===== src/inc/uart_cfg_pkg.sv =====
package uart_cfg_pkg;
  // Register addresses on the parallel bus
  localparam logic [2:0] ADDR_HOLD_DLL   = 3'h0;
  localparam logic [2:0] ADDR_DLM_FEATURE_CONTROL   = 3'h1;
  localparam logic [2:0] ADDR_ISR_DLD    = 3'h2;
  localparam logic [2:0] ADDR_LCR        = 3'h3;
  localparam logic [2:0] ADDR_LSR        = 3'h5;
  localparam logic [2:0] ADDR_SCRATCH    = 3'h7;
  localparam logic [7:0] LCR_ENH_ACCESS  = 8'hbf;

  // Field positions
  localparam int LCR_DLAB        = 7;
  localparam int EFR_ENH_EN      = 4;
  localparam int EFR_AUTO_RTS    = 6;
  localparam int ENHANCED_MODE_SELECT_CNT_LO     = 0;
  localparam int ENHANCED_MODE_SELECT_CNT_HI     = 1;
  localparam int ENHANCED_MODE_SELECT_SEND_IMM   = 2;
  localparam int ENHANCED_MODE_SELECT_RTS_INV    = 3;
  localparam int ENHANCED_MODE_SELECT_HYST_LO    = 4;
  localparam int ENHANCED_MODE_SELECT_LSR_IMM    = 6;
  localparam int ENHANCED_MODE_SELECT_CLR_MODE   = 7;
  localparam int FEATURE_CONTROL_HYST_LO    = 0;
  localparam int FEATURE_CONTROL_IR_INV     = 2;
  localparam int FEATURE_CONTROL_AUTO_DIR   = 3;
  localparam int FEATURE_CONTROL_TABLE_LO   = 4;
  localparam int FEATURE_CONTROL_SWAP       = 6;
  localparam int FEATURE_CONTROL_TRG_SEL    = 7;
  localparam int DLD_FRAC_LO     = 0;
  localparam int DLD_SAMPLE_LO   = 4;
  localparam int DLD_SEL_LO      = 6;

  // Reset values and other constants
  localparam logic [7:0] SCRATCH_RESET = 8'hff;
  localparam logic [7:0] DLL_RESET     = 8'h01;
  localparam logic [7:0] DLM_RESET     = 8'h00;
  localparam logic [7:0] ZERO8         = 8'h00;
  localparam logic [7:0] ISR_NONE      = 8'h01;
  localparam logic [7:0] ISR_FLOW      = 8'h10;
  localparam logic [7:0] FIFO_DEPTH    = 8'h40;

  // Divisor write steering codes
  localparam logic [1:0] SEL_SHARED = 2'h0;
  localparam logic [1:0] SEL_TX     = 2'h1;
  localparam logic [1:0] SEL_RX     = 2'h3;

  // Hysteresis in characters, index {ext[1:0], feature_control[1:0]}
  localparam logic [7:0] HYST_TABLE [16] = '{
    8'h00, 8'h04, 8'h06, 8'h08,
    8'h08, 8'h10, 8'h18, 8'h20,
    8'h28, 8'h2c, 8'h30, 8'h34,
    8'h0c, 8'h14, 8'h1c, 8'h24};
endpackage


===== src/rtl/uart_enh_cfg.sv =====
`timescale 1ns/1ns
module uart_enh_cfg #(
  parameter int CNT_W = 7
) (
  // Clock and reset
  input  wire logic             CORE_CLK,
  input  wire logic             RST_N,
  // Host register bus
  input  wire logic             CS_N,
  input  wire logic             IOR_N,
  input  wire logic             IOW_N,
  input  wire logic [2:0]       ADDR,
  input  wire logic [7:0]       D_IN,
  output logic      [7:0]       D_OUT,
  output logic                  D_OE,
  // Datapath status
  input  wire logic [CNT_W-1:0] RX_COUNT,
  input  wire logic [CNT_W-1:0] TX_COUNT,
  input  wire logic [7:0]       RX_TRIG_LEVEL,
  input  wire logic             FIFO_EN,
  input  wire logic             TX_BYTE_SENT,
  input  wire logic             THR_EMPTY,
  input  wire logic             TSR_EMPTY,
  input  wire logic             BIT_TICK,
  input  wire logic             ERR_AT_RHR,
  input  wire logic             ERR_INTO_FIFO,
  input  wire logic             XOFF_RCVD,
  input  wire logic             XON_RCVD,
  input  wire logic             SPECIAL_RCVD,
  input  wire logic             CHAR_RCVD,
  input  wire logic             GP_RTS_N,
  // Configuration and events to the datapath
  output logic      [19:0]      TX_DIVISOR,
  output logic      [19:0]      RX_DIVISOR,
  output logic      [1:0]       TX_SAMPLE_SEL,
  output logic      [1:0]       RX_SAMPLE_SEL,
  output logic                  SEND_IMMEDIATE,
  output logic                  IR_RX_INVERT,
  output logic      [1:0]       TRIG_TABLE,
  output logic      [7:0]       RX_USER_TRIG,
  output logic      [7:0]       TX_USER_TRIG,
  output logic      [7:0]       RTS_HYST,
  output logic                  RTS_N,
  output logic                  TX_INT,
  output logic                  LSR_ERR_INT,
  output logic                  XOFF_INT,
  output logic                  XON_INT,
  output logic                  SPECIAL_INT
);

  typedef struct packed {
    logic       iow_q;
    logic       ior_q;
    logic [7:0] line_control;
    logic [7:0] enhanced_feature;
    logic [7:0] scratchpad;
    logic [7:0] enhanced_mode_select;
    logic [7:0] feature_control;
    logic [1:0] dld_sel;
    logic [7:0] tx_dll;
    logic [7:0] tx_dlm;
    logic [5:0] tx_dld;
    logic [7:0] rx_dll;
    logic [7:0] rx_dlm;
    logic [5:0] rx_dld;
    logic [7:0] rx_trig;
    logic [7:0] tx_trig;
    logic       alt_tx;
    logic       xoff_f;
    logic       xon_f;
    logic       spec_f;
    logic       err_seen;
    logic       dir_tx;
    logic       dir_wait;
    logic       flow_n;
    logic       rts_n;
    logic       tx_int;
    logic       lsr_int;
    logic       imm_out;
    logic [7:0] hyst_out;
    logic [7:0] dout;
    logic       doe;
  } state_t;

  state_t cur;
  state_t next_cur;

  function automatic logic [7:0] sat_count(input logic [CNT_W-1:0] c);
    logic [7:0] w;
    w = 8'(c);
    sat_count = (w > uart_cfg_pkg::FIFO_DEPTH) ? uart_cfg_pkg::FIFO_DEPTH : w;
  endfunction

  logic       cs;
  logic       wr;
  logic       rd;
  logic       bf;
  logic       dlab;
  logic       swap;
  logic [7:0] level;
  logic [7:0] hyst;
  logic [8:0] upper;
  logic [8:0] lower;
  logic [7:0] rxc;
  logic [1:0] sel;
  logic       auto_dir;

  always_comb begin
    next_cur = cur;
    cs       = ~CS_N;
    wr       = cs & ~IOW_N & cur.iow_q;
    rd       = cs & ~IOR_N & cur.ior_q;
    bf       = (cur.line_control == uart_cfg_pkg::LCR_ENH_ACCESS);
    dlab     = cur.line_control[uart_cfg_pkg::LCR_DLAB] & ~bf;
    swap     = cur.feature_control[uart_cfg_pkg::FEATURE_CONTROL_SWAP];
    auto_dir = cur.feature_control[uart_cfg_pkg::FEATURE_CONTROL_AUTO_DIR];
    rxc      = sat_count(RX_COUNT);
    sel      = D_IN[uart_cfg_pkg::DLD_SEL_LO +: 2];
    next_cur.iow_q = IOW_N;
    next_cur.ior_q = IOR_N;

    // Level count view for the selected direction
    if (cur.feature_control[uart_cfg_pkg::FEATURE_CONTROL_TRG_SEL]) begin
      level = sat_count(TX_COUNT);
    end else begin
      level = rxc;
    end

    // Event flags: a new event in the clearing cycle still sets the flag
    if (rd && !bf && !dlab && ADDR == uart_cfg_pkg::ADDR_ISR_DLD) begin
      next_cur.xoff_f = 1'b0;
      next_cur.spec_f = 1'b0;
      next_cur.xon_f  = 1'b0;
    end
    if (!cur.enhanced_mode_select[uart_cfg_pkg::ENHANCED_MODE_SELECT_CLR_MODE]) begin
      if (XON_RCVD) begin
        next_cur.xoff_f = 1'b0;
      end
      if (CHAR_RCVD) begin
        next_cur.spec_f = 1'b0;
      end
    end
    if (XOFF_RCVD) begin
      next_cur.xoff_f = 1'b1;
    end
    if (XON_RCVD) begin
      next_cur.xon_f = 1'b1;
    end
    if (SPECIAL_RCVD) begin
      next_cur.spec_f = 1'b1;
    end

    // Immediate error indication is held until the line status is read
    if (rd && ADDR == uart_cfg_pkg::ADDR_LSR) begin
      next_cur.err_seen = 1'b0;
    end
    if (ERR_INTO_FIFO) begin
      next_cur.err_seen = 1'b1;
    end

    // Send-immediate clears after its byte; a new write in that cycle wins
    if (TX_BYTE_SENT) begin
      next_cur.enhanced_mode_select[uart_cfg_pkg::ENHANCED_MODE_SELECT_SEND_IMM] = 1'b0;
    end

    // Register writes
    if (wr) begin
      if (ADDR == uart_cfg_pkg::ADDR_LCR) begin
        next_cur.line_control = D_IN;
      end else if (bf && ADDR == uart_cfg_pkg::ADDR_HOLD_DLL) begin
        if (cur.feature_control[uart_cfg_pkg::FEATURE_CONTROL_TRG_SEL]) begin
          next_cur.tx_trig = D_IN;
        end else begin
          next_cur.rx_trig = D_IN;
        end
      end else if (bf && ADDR == uart_cfg_pkg::ADDR_DLM_FEATURE_CONTROL) begin
        next_cur.feature_control = D_IN;
      end else if (bf && ADDR == uart_cfg_pkg::ADDR_ISR_DLD) begin
        next_cur.enhanced_feature = D_IN;
      end else if (dlab && ADDR == uart_cfg_pkg::ADDR_HOLD_DLL) begin
        if (cur.dld_sel == uart_cfg_pkg::SEL_SHARED || cur.dld_sel == uart_cfg_pkg::SEL_TX) begin
          next_cur.tx_dll = D_IN;
        end
        if (cur.dld_sel == uart_cfg_pkg::SEL_SHARED || cur.dld_sel == uart_cfg_pkg::SEL_RX) begin
          next_cur.rx_dll = D_IN;
        end
      end else if (dlab && ADDR == uart_cfg_pkg::ADDR_DLM_FEATURE_CONTROL) begin
        if (cur.dld_sel == uart_cfg_pkg::SEL_SHARED || cur.dld_sel == uart_cfg_pkg::SEL_TX) begin
          next_cur.tx_dlm = D_IN;
        end
        if (cur.dld_sel == uart_cfg_pkg::SEL_SHARED || cur.dld_sel == uart_cfg_pkg::SEL_RX) begin
          next_cur.rx_dlm = D_IN;
        end
      end else if (dlab && ADDR == uart_cfg_pkg::ADDR_ISR_DLD) begin
        // Writes are dropped while enhanced functions are locked
        if (cur.enhanced_feature[uart_cfg_pkg::EFR_ENH_EN]) begin
          next_cur.dld_sel = sel;
          if (sel == uart_cfg_pkg::SEL_SHARED || sel == uart_cfg_pkg::SEL_TX) begin
            next_cur.tx_dld = D_IN[5:0];
          end
          if (sel == uart_cfg_pkg::SEL_SHARED || sel == uart_cfg_pkg::SEL_RX) begin
            next_cur.rx_dld = D_IN[5:0];
          end
        end
      end else if (ADDR == uart_cfg_pkg::ADDR_SCRATCH) begin
        if (swap) begin
          next_cur.enhanced_mode_select   = D_IN;
          next_cur.alt_tx = 1'b0;
        end else begin
          next_cur.scratchpad = D_IN;
        end
      end else if (!dlab && !bf && ADDR == uart_cfg_pkg::ADDR_HOLD_DLL) begin
        // A byte into the transmit path turns the line around
        next_cur.dir_tx   = 1'b1;
        next_cur.dir_wait = 1'b0;
      end
    end

    // Read data is captured once at the start of the strobe
    next_cur.doe = cs & ~IOR_N;
    if (rd) begin
      next_cur.dout = uart_cfg_pkg::ZERO8;
      if (ADDR == uart_cfg_pkg::ADDR_LCR) begin
        next_cur.dout = cur.line_control;
      end else if (bf && ADDR == uart_cfg_pkg::ADDR_HOLD_DLL) begin
        next_cur.dout = level;
      end else if (bf && ADDR == uart_cfg_pkg::ADDR_DLM_FEATURE_CONTROL) begin
        next_cur.dout = cur.feature_control;
      end else if (bf && ADDR == uart_cfg_pkg::ADDR_ISR_DLD) begin
        next_cur.dout = cur.enhanced_feature;
      end else if (dlab && ADDR == uart_cfg_pkg::ADDR_HOLD_DLL) begin
        next_cur.dout = (cur.dld_sel == uart_cfg_pkg::SEL_RX) ? cur.rx_dll : cur.tx_dll;
      end else if (dlab && ADDR == uart_cfg_pkg::ADDR_DLM_FEATURE_CONTROL) begin
        next_cur.dout = (cur.dld_sel == uart_cfg_pkg::SEL_RX) ? cur.rx_dlm : cur.tx_dlm;
      end else if (dlab && ADDR == uart_cfg_pkg::ADDR_ISR_DLD) begin
        if (cur.enhanced_feature[uart_cfg_pkg::EFR_ENH_EN]) begin
          next_cur.dout = {cur.dld_sel,
                           (cur.dld_sel == uart_cfg_pkg::SEL_RX) ? cur.rx_dld : cur.tx_dld};
        end
      end else if (ADDR == uart_cfg_pkg::ADDR_ISR_DLD) begin
        next_cur.dout = (cur.xoff_f | cur.xon_f | cur.spec_f) ?
                        uart_cfg_pkg::ISR_FLOW : uart_cfg_pkg::ISR_NONE;
      end else if (ADDR == uart_cfg_pkg::ADDR_SCRATCH) begin
        if (!swap) begin
          next_cur.dout = cur.scratchpad;
        end else if (!cur.enhanced_mode_select[uart_cfg_pkg::ENHANCED_MODE_SELECT_CNT_LO]) begin
          next_cur.dout = rxc;
        end else if (!cur.enhanced_mode_select[uart_cfg_pkg::ENHANCED_MODE_SELECT_CNT_HI]) begin
          next_cur.dout = sat_count(TX_COUNT);
        end else begin
          next_cur.dout   = cur.alt_tx ? sat_count(TX_COUNT) : rxc;
          next_cur.alt_tx = ~cur.alt_tx;
        end
      end
    end

    // Release the line on the first BIT_TICK at least one cycle after the last stop bit
    if (cur.dir_tx && THR_EMPTY && TSR_EMPTY) begin
      if (!cur.dir_wait) begin
        next_cur.dir_wait = 1'b1;
      end else if (BIT_TICK) begin
        next_cur.dir_tx   = 1'b0;
        next_cur.dir_wait = 1'b0;
      end
    end

    // Auto flow control around the receive trigger
    hyst  = uart_cfg_pkg::HYST_TABLE[{cur.enhanced_mode_select[uart_cfg_pkg::ENHANCED_MODE_SELECT_HYST_LO +: 2],
                                      cur.feature_control[uart_cfg_pkg::FEATURE_CONTROL_HYST_LO +: 2]}];
    level = (cur.feature_control[uart_cfg_pkg::FEATURE_CONTROL_TABLE_LO +: 2] == 2'h3) ? cur.rx_trig : RX_TRIG_LEVEL;
    upper = {1'b0, level} + {1'b0, hyst};
    lower = (hyst > level) ? 9'h000 : ({1'b0, level} - {1'b0, hyst});
    if ({1'b0, rxc} >= upper) begin
      next_cur.flow_n = 1'b1;
    end else if ({1'b0, rxc} < lower) begin
      next_cur.flow_n = 1'b0;
    end

    // Pin select: direction control beats flow control beats general use
    if (auto_dir) begin
      next_cur.rts_n = ~next_cur.dir_tx ^ cur.enhanced_mode_select[uart_cfg_pkg::ENHANCED_MODE_SELECT_RTS_INV];
    end else if (cur.enhanced_feature[uart_cfg_pkg::EFR_AUTO_RTS]) begin
      next_cur.rts_n = next_cur.flow_n;
    end else begin
      next_cur.rts_n = GP_RTS_N;
    end

    if (auto_dir) begin
      next_cur.tx_int = THR_EMPTY & TSR_EMPTY;
    end else begin
      next_cur.tx_int = THR_EMPTY;
    end

    if (cur.enhanced_mode_select[uart_cfg_pkg::ENHANCED_MODE_SELECT_LSR_IMM]) begin
      next_cur.lsr_int = next_cur.err_seen;
    end else begin
      next_cur.lsr_int = ERR_AT_RHR;
    end

    next_cur.imm_out = next_cur.enhanced_mode_select[uart_cfg_pkg::ENHANCED_MODE_SELECT_SEND_IMM] & FIFO_EN;

    // Hysteresis view is registered so the datapath never sees a table glitch
    next_cur.hyst_out = uart_cfg_pkg::HYST_TABLE[{next_cur.enhanced_mode_select[uart_cfg_pkg::ENHANCED_MODE_SELECT_HYST_LO +: 2],
                                                  next_cur.feature_control[uart_cfg_pkg::FEATURE_CONTROL_HYST_LO +: 2]}];

    if (!RST_N) begin
      next_cur         = '0;
      next_cur.iow_q   = 1'b1;
      next_cur.ior_q   = 1'b1;
      next_cur.scratchpad     = uart_cfg_pkg::SCRATCH_RESET;
      next_cur.tx_dll  = uart_cfg_pkg::DLL_RESET;
      next_cur.rx_dll  = uart_cfg_pkg::DLL_RESET;
      next_cur.tx_dlm  = uart_cfg_pkg::DLM_RESET;
      next_cur.rx_dlm  = uart_cfg_pkg::DLM_RESET;
      next_cur.rts_n   = 1'b1;
      next_cur.feature_control    = uart_cfg_pkg::ZERO8;
    end
  end

  always_ff @(posedge CORE_CLK) begin
    cur <= next_cur;
  end

  // All outputs below are plain register fields
  assign D_OUT          = cur.dout;
  assign D_OE           = cur.doe;
  assign TX_DIVISOR     = {cur.tx_dlm, cur.tx_dll, cur.tx_dld[3:0]};
  assign RX_DIVISOR     = {cur.rx_dlm, cur.rx_dll, cur.rx_dld[3:0]};
  assign TX_SAMPLE_SEL  = cur.tx_dld[uart_cfg_pkg::DLD_SAMPLE_LO +: 2];
  assign RX_SAMPLE_SEL  = cur.rx_dld[uart_cfg_pkg::DLD_SAMPLE_LO +: 2];
  assign SEND_IMMEDIATE = cur.imm_out;
  assign IR_RX_INVERT   = cur.feature_control[uart_cfg_pkg::FEATURE_CONTROL_IR_INV];
  assign TRIG_TABLE     = cur.feature_control[uart_cfg_pkg::FEATURE_CONTROL_TABLE_LO +: 2];
  assign RX_USER_TRIG   = cur.rx_trig;
  assign TX_USER_TRIG   = cur.tx_trig;
  // Table lookup is registered on the same edge as the bit writes
  assign RTS_HYST       = cur.hyst_out;
  assign RTS_N          = cur.rts_n;
  assign TX_INT         = cur.tx_int;
  assign LSR_ERR_INT    = cur.lsr_int;
  assign XOFF_INT       = cur.xoff_f;
  assign XON_INT        = cur.xon_f;
  assign SPECIAL_INT    = cur.spec_f;

endmodule // uart_enh_cfg


===== config.mk =====
export PLATFORM = sky130hd
export DESIGN_NAME = uart_enh_cfg
export DESIGN_NICKNAME = d
export VERILOG_FILES = /design/src/inc/uart_cfg_pkg.sv /design/src/rtl/uart_enh_cfg.sv
export SDC_FILE = /design/constraint.sdc
export NUM_CORES = 1
export LEC_CHECK = 0
export BUFFER_PORTS_ARGS = -buffer_cell sky130_fd_sc_hd__buf_2
export CAP_MARGIN = 20
export CORE_ASPECT_RATIO = 1.1
export CORE_MARGIN = 5
export CORE_UTILIZATION = 54
export CTS_BUF_LIST = sky130_fd_sc_hd__clkbuf_2 sky130_fd_sc_hd__clkbuf_4 sky130_fd_sc_hd__clkbuf_8
export CTS_CLUSTER_DIAMETER = 100
export DETAILED_ROUTE_END_ITERATION = 12
export GPL_TIMING_DRIVEN = 0
export PLACE_DENSITY_LB_ADDON = 0.2
export SKIP_LAST_GASP = 1
export SYNTH_ARGS = -nofsm -noshare
export SYNTH_HDL_FRONTEND = slang
export SYNTH_SLANG_ARGS = --single-unit

===== constraint.sdc =====
create_clock -name CORE_CLK -period 11.8 [get_ports CORE_CLK]
set_clock_uncertainty 0.05 [all_clocks]
set_input_delay 0.59 -clock CORE_CLK [delete_from_list [all_inputs] [get_ports CORE_CLK]]
set_output_delay 0.59 -clock CORE_CLK [all_outputs]
set_load 0.05 [all_outputs]

# --- Word-level counts from Yosys, hierarchy flattened ---
# Memories as Yosys holds them, arrays and structs flattened. A register that Yosys moved wholly into a read port is not among the register bits.
# Cells that the tools add are included.
word_totals:
  ff_bits: 125
  mem_bits_ro: 256
  memories: 2
mem_list:
  columns: ["memory", "depth", "width", "rd", "rd_clocked_by_memory_dff", "write_ports", "line_no", "rtl"]
  rows:
  - ["(no name shown)", 16, 8, 1, 1, 0, "uart_enh_cfg.sv:303", "next_cur.hyst_out = uart_cfg_pkg::HYST_TABLE[{next_cur.enhanced_mode_select[uart_cfg_pkg::ENHANCED_MODE_SELECT ..."]
  - ["(no name shown)", 16, 8, 1, 0, 0, "uart_enh_cfg.sv:268", "hyst = uart_cfg_pkg::HYST_TABLE[{cur.enhanced_mode_select[uart_cfg_pkg::ENHANCED_MODE_SELECT_HYST_LO +: 2],"]
classes:
  order_cmp: 6
  n_reduce_logical: 39
  add_sub_neg: 2
  muxes: 115
  bitwise: 27
  n_eq_ne: 11
ops:
  columns: ["op", "n"]
  rows:
  - ["8-bit two-way mux", 27]
  - ["77-bit two-way mux", 2]
  - ["6-bit two-way mux", 16]
  - ["46-bit two-way mux", 2]
  - ["60-bit two-way mux", 1]
  - ["7-bit two-way mux", 6]
  - ["10-bit AND reduction", 4]
  - ["1-bit two-way mux", 39]
  - ["2-bit two-way mux", 16]
  - ["14-bit two-way mux", 2]
  - ["16-bit two-way mux", 1]
  - ["8-bit AND reduction", 2]
  - ["1-bit NOT", 15]
  - ["7-bit greater-than comparator, second input constant", 2]
  - ["1-bit logical AND", 14]
  - ["7-bit AND reduction", 2]
  - ["4-bit AND reduction", 3]
  - ["4-bit NOT with 5-bit output", 2]
  - ["8-bit by 8-bit adder with 9-bit output", 1]
  - ["7-bit by 9-bit >= comparator with 1-bit output", 1]
  - ["7-bit by 9-bit < comparator with 1-bit output", 1]
  - ["9-bit two-way mux", 1]
  - ["9-bit AND reduction", 1]
  - ["8-bit by 8-bit subtractor with 9-bit output", 1]
  - ["20 further kinds", 38]

# --- Depth between registers and ports, before layout ---
logic_depth:
  word_depth: 25
  ltp_mapped: 20
  mapped_depth_nobuf: 19

# --- Worst setup path after synthesis ---
# Ideal clock, no wire load.
synth_timing:
  path_kind: "reg-to-reg"
  from: "register cur, in the netlist TRIG_TABLE[1]"
  to: "register cur, in the netlist RTS_N"
  path_stages_with_launch: 18
  required_ns: 11.599
  path_buffers: 3
  arrival_ns: 3.755
  slack_ns: 7.844
  setup_time_ns: 0.151
  period_less_slack_ns: 3.956
  cell_sequence: "dfxtp_1 nand2_1 buf_1 mux2_2 ha_1 clkbuf_2 nand2b_1 a221oi_1 or4_1 clkbuf_1 nand2b_1 ha_1 o21a_1 o211ai_1 a41oi_1 and3_1 a211oi_1 o311ai_0"
synth_between:
  elab_chain_len: 9
  elab_cells_between_ends: 12
  cone_classes: "2 x add/sub; 3 x order compare; 1 x eq/ne; 6 x mux"
synth_rtl:
  columns: ["element", "line_no", "rtl"]
  rows:
  - ["from (decl)", "uart_enh_cfg.sv:85", "state_t cur;"]
  - ["from (signal assigned)", "uart_enh_cfg.sv:321", "cur <= next_cur;"]
  - ["2-bit equality test *", "uart_enh_cfg.sv:270", "level = (cur.feature_control[uart_cfg_pkg::FEATURE_CONTROL_TABLE_LO +: 2] == 2'h3) ? cur.rx_trig : RX_TRIG_LEV ..."]
  - ["8-bit two-way mux *", "uart_enh_cfg.sv:270", null]
  - ["8-bit by 8-bit subtractor with 9-bit output or 8-bit greater-than comparator (tied branches)", "uart_enh_cfg.sv:272", "lower = (hyst > level) ? 9'h000 : ({1'b0, level} - {1'b0, hyst});"]
  - ["9-bit two-way mux", "uart_enh_cfg.sv:272", null]
  - ["7-bit by 9-bit < comparator with 1-bit output", "uart_enh_cfg.sv:275", "end else if ({1'b0, rxc} < lower) begin"]
  - ["1-bit two-way mux", "uart_enh_cfg.sv:275", null]
  - ["1-bit two-way mux *", "uart_enh_cfg.sv:273", "if ({1'b0, rxc} >= upper) begin"]
  - ["1-bit two-way mux *", "uart_enh_cfg.sv:282", "end else if (cur.enhanced_feature[uart_cfg_pkg::EFR_AUTO_RTS]) begin"]
  - ["1-bit two-way mux *", "uart_enh_cfg.sv:280", "if (auto_dir) begin"]
# Mark *: on every way between the ends. The rest lies on a longest branch, timed or not.
# A chain may end at the register's enable or synchronous reset.

# --- Final worst setup path ---
layout_timing:
  from: "register cur, in the netlist TRIG_TABLE[0]"
  to: "register cur, in the netlist RTS_N"
# The elaborated chain is that of the path after synthesis.

==> impl_metrics.py <==
metrics = {
    "yosys": {
        "seq_area_frac_synth_pct": 34.0,
        "synth_edf_count": 0,
        "synth_area_leaders": "dfxtp_1, mux2i_1, buf_4, nor2_1, ha_1",
        "synth_ff_type": "dfxtp_1",
        "synthesis.area_mm2": 0.00765,
        "synth_top_area_share_pct": 34.0,
        "synth_most_common_cell": "dfxtp_1",
        "avgSynthCellArea_um2": 8.46,
        "yosysTopAreaCell": "dfxtp_1",
        "yosysWarnings": 0,
        "synthArstFlopShare_pct": 0,
        "synth_cell_types": 73,
        "synth-seq-cells": 130,
        "ys_top_cells_by_count": "dfxtp_1, nor2_1, mux2i_1",
        "netlist_instances": 905,
    },
    "layout": {
        "drive_gt1_share_pct": 26.1,
        "num-nets-final": 1141,
        "insertedDiodeCount": 0,
        "regArea_mm2": 0.00260,
        "fin_util_pct": 64.6,
        "syn2layout_area_growth_pct": 17.0,
        "multi_input_comb_area_mm2": 0.00413,
        "n_fill_cell": 1268,
        "final_cells": 1257,
    },
    "detailed_routing": {
        "drt-initial-drc-count": 721,
        "via_count": 6970,
        "viasPerCell": 5.54,
        "drt_wl_total_mm": 22.8,
        "routedWlPerCell_um": 18.1,
        "ant_nets": 0,
        "dr.pass1.iters": 6,
        "drc": 0,
    },
    "floorplanning": {
        "initial_utilization_pct": 55.2,
        "core_area_mm2": 0.0139,
        "die_y_um": 135,
        "rows": 45,
        "ios": 137,
        "die_w_um": 124,
        "die_area_mm2": 0.0167,
    },
    "worst_setup_path": {
        "crit_path_end_kind": "register",
        "reg2regPathDepth": 17,
        "crit_path_max_fanout": 10,
        "rrSetupSlack_ns": 7.00,
        "cp-start-kind": "register",
        "critPathRequiredTime_ns": 12.05,
        "crit_type": "reg -> reg",
        "critPathArrivalTime_ns": 5.05,
    },
    "global_route": {
        "antenna_found_initial": 0,
        "grt_overflow": 0,
        "grt_pass1_wl_mm": 35.2,
        "grt_pass1_vias": 6633,
        "grtUsageTotal_pct": 27.5,
        "grt_max_degree": 17,
    },
    "clocking": {
        "htree_levels": 4,
        "numCtsBuffers": 17,
        "cts_resized": 0,
        "tritoncts": "done",
        "clkTransAtPathRegs_ns": 0.08,
        "postCtsSetupBuffers": 0,
        "cts-hold-fix-buffers": 0,
        "clock_path_buffers": 2,
        "cts_root_buf": "clkbuf_8",
        "worstSkewPairLatency_ns": 0.47,
        "numClockSinks": 130,
    },
    "timing": {
        "rsz0062_at_grt": "no",
        "finalCriticalPeriod_ns": 4.80,
        "slew-limit-headroom_pct": 39.5,
        "fin_crit_sh_pct": 40.7,
        "worstMarginPinSlew_ns": 0.903,
        "hold_viol_final": 0,
        "fmax_ghz": 0.208,
        "setup_tns_ns": 0,
        "finalSetupViolations": 0,
        "drv_slew": 0,
    },
    "pwr": {
        "cellLeakagePower_nw": 3.86,
        "powerDensity_mw_per_mm2": 104,
        "ir_drop_uv": 72.4,
        "p_total_mw": 0.935,
    },
    "min_path": {
        "hold_class": "in -> reg",
        "hold_depth": 2,
    },
    "placement": {
        "hpwl_mm": 17.0,
        "placed_cells": 1226,
        "gp_congestion": 0.947,
        "io_buffers": 131,
    },
    "status": {
        "status": "complete, no violations",
    },
    "job": {
        "max-cap-violations": 0,
    },
}
-- stage by stage --
stage | cell area [um2] | worst slack, ns | hold slack [ns]
after detailed placement | 8550 | 7.04 | 0.397
after floorplan | 7660 | 7.84 | 0.383
after global routing | 8950 | 6.62 | 0.281
final | 8950 | 7.00 | 0.270
after global placement | 8550 | 7.11 | 0.395
after CTS | 8950 | 7.00 | 0.255
-- power breakdown --
group	switching, mW	internal [mW]
combinational	0.0692	0.0340
sequential	0.00251	0.443
clock	0.179	0.207
-- final cells by class --
cell class / count / share of cell area (%)
buffer: 131 / 9.32
clock buffer: 22 / 3.24
clock inverter: 8 / 1.17
inverter: 25 / 1.05
multi-input combinational: 621 / 46.1
sequential: 130 / 29.1
tap: 188 / 2.63
timing repair buffer: 132 / 7.38
-- final timing paths --
path	startpoint	endpoint
max	TRIG_TABLE[0]	RTS_N
min	CS_N	D_OE
max reg2reg	TRIG_TABLE[0]	RTS_N
min reg2reg	TX_USER_TRIG[4]	TX_USER_TRIG[4]
-- layout by cell type (no fill, tap or decap), drive strengths merged, types with 4 or more instances in the layout --
master / instances
nand3: 29
o21ai: 27
o211ai: 4
buf: 222
a21oi: 61
o22ai: 5
a211oi: 7
and4: 4
nor3b: 5
mux2i: 103
nand2: 84
or3b: 5
o21a: 4
ha: 31
nor4: 5
a31oi: 6
clkinv: 6
mux2: 6
o221ai: 7
a311oi: 5
nand2b: 15
xnor2: 4
or3: 4
nand4b: 5
nor2: 118
nor3: 14
dfxtp: 130
nand4: 5
nand3b: 4
inv: 25
clkbuf: 63
nor2b: 11
-- flip-flops by register name, summed over array words and instances, names as in the netlist, 5 cells and up --
signal	count
cur	45
RX_USER_TRIG	8
RX_DIVISOR	20
TX_USER_TRIG	8
RTS_HYST	5
TX_DIVISOR	20
D_OUT	8
-- critical path: stages, from the launching register on --
cell      delay [ns]
dfxtp_1         0.39
nand2_1         0.18
buf_1           0.45
mux2_2          0.42
ha_1            0.29
clkbuf_2        0.16
nand2b_1        0.20
a221oi_1        0.45
or4_1           0.19
clkbuf_1        0.26
nand2b_1        0.10
ha_1            0.27
o21a_1          0.19
o211ai_1        0.16
a41oi_1         0.16
and3_1          0.20
a211oi_1        0.32
o311ai_0        0.17
-- logic make-up (layout without fill, tap and decap cells) --
family	Yosys count	after routing	share of synthesized area, %
other	1	3	0.0490
buffers and inverters	156	318	12.1
adder cells (fa/ha/maj)	33	33	5.59
AO/OA/AOI/OAI	154	154	12.8
multiplexers	109	109	14.7
AND/OR/NAND/NOR	315	315	20.0
flip-flops	130	130	34.0
XOR/XNOR	7	7	0.801
-- per-layer routing --
metal | vias to the layer above | global-route usage [%] | part of all wire (%)
met1 | 3257 | 36.1 | 43
met3 | 52 | 4.69 | 6.6
li1 | 3377 | - | -
met2 | 284 | 44.4 | 47
met4 | 0 | 11.8 | 3.5
met5 | - | 0 | 0
Note: power is estimated with default switching activity, not from simulation.
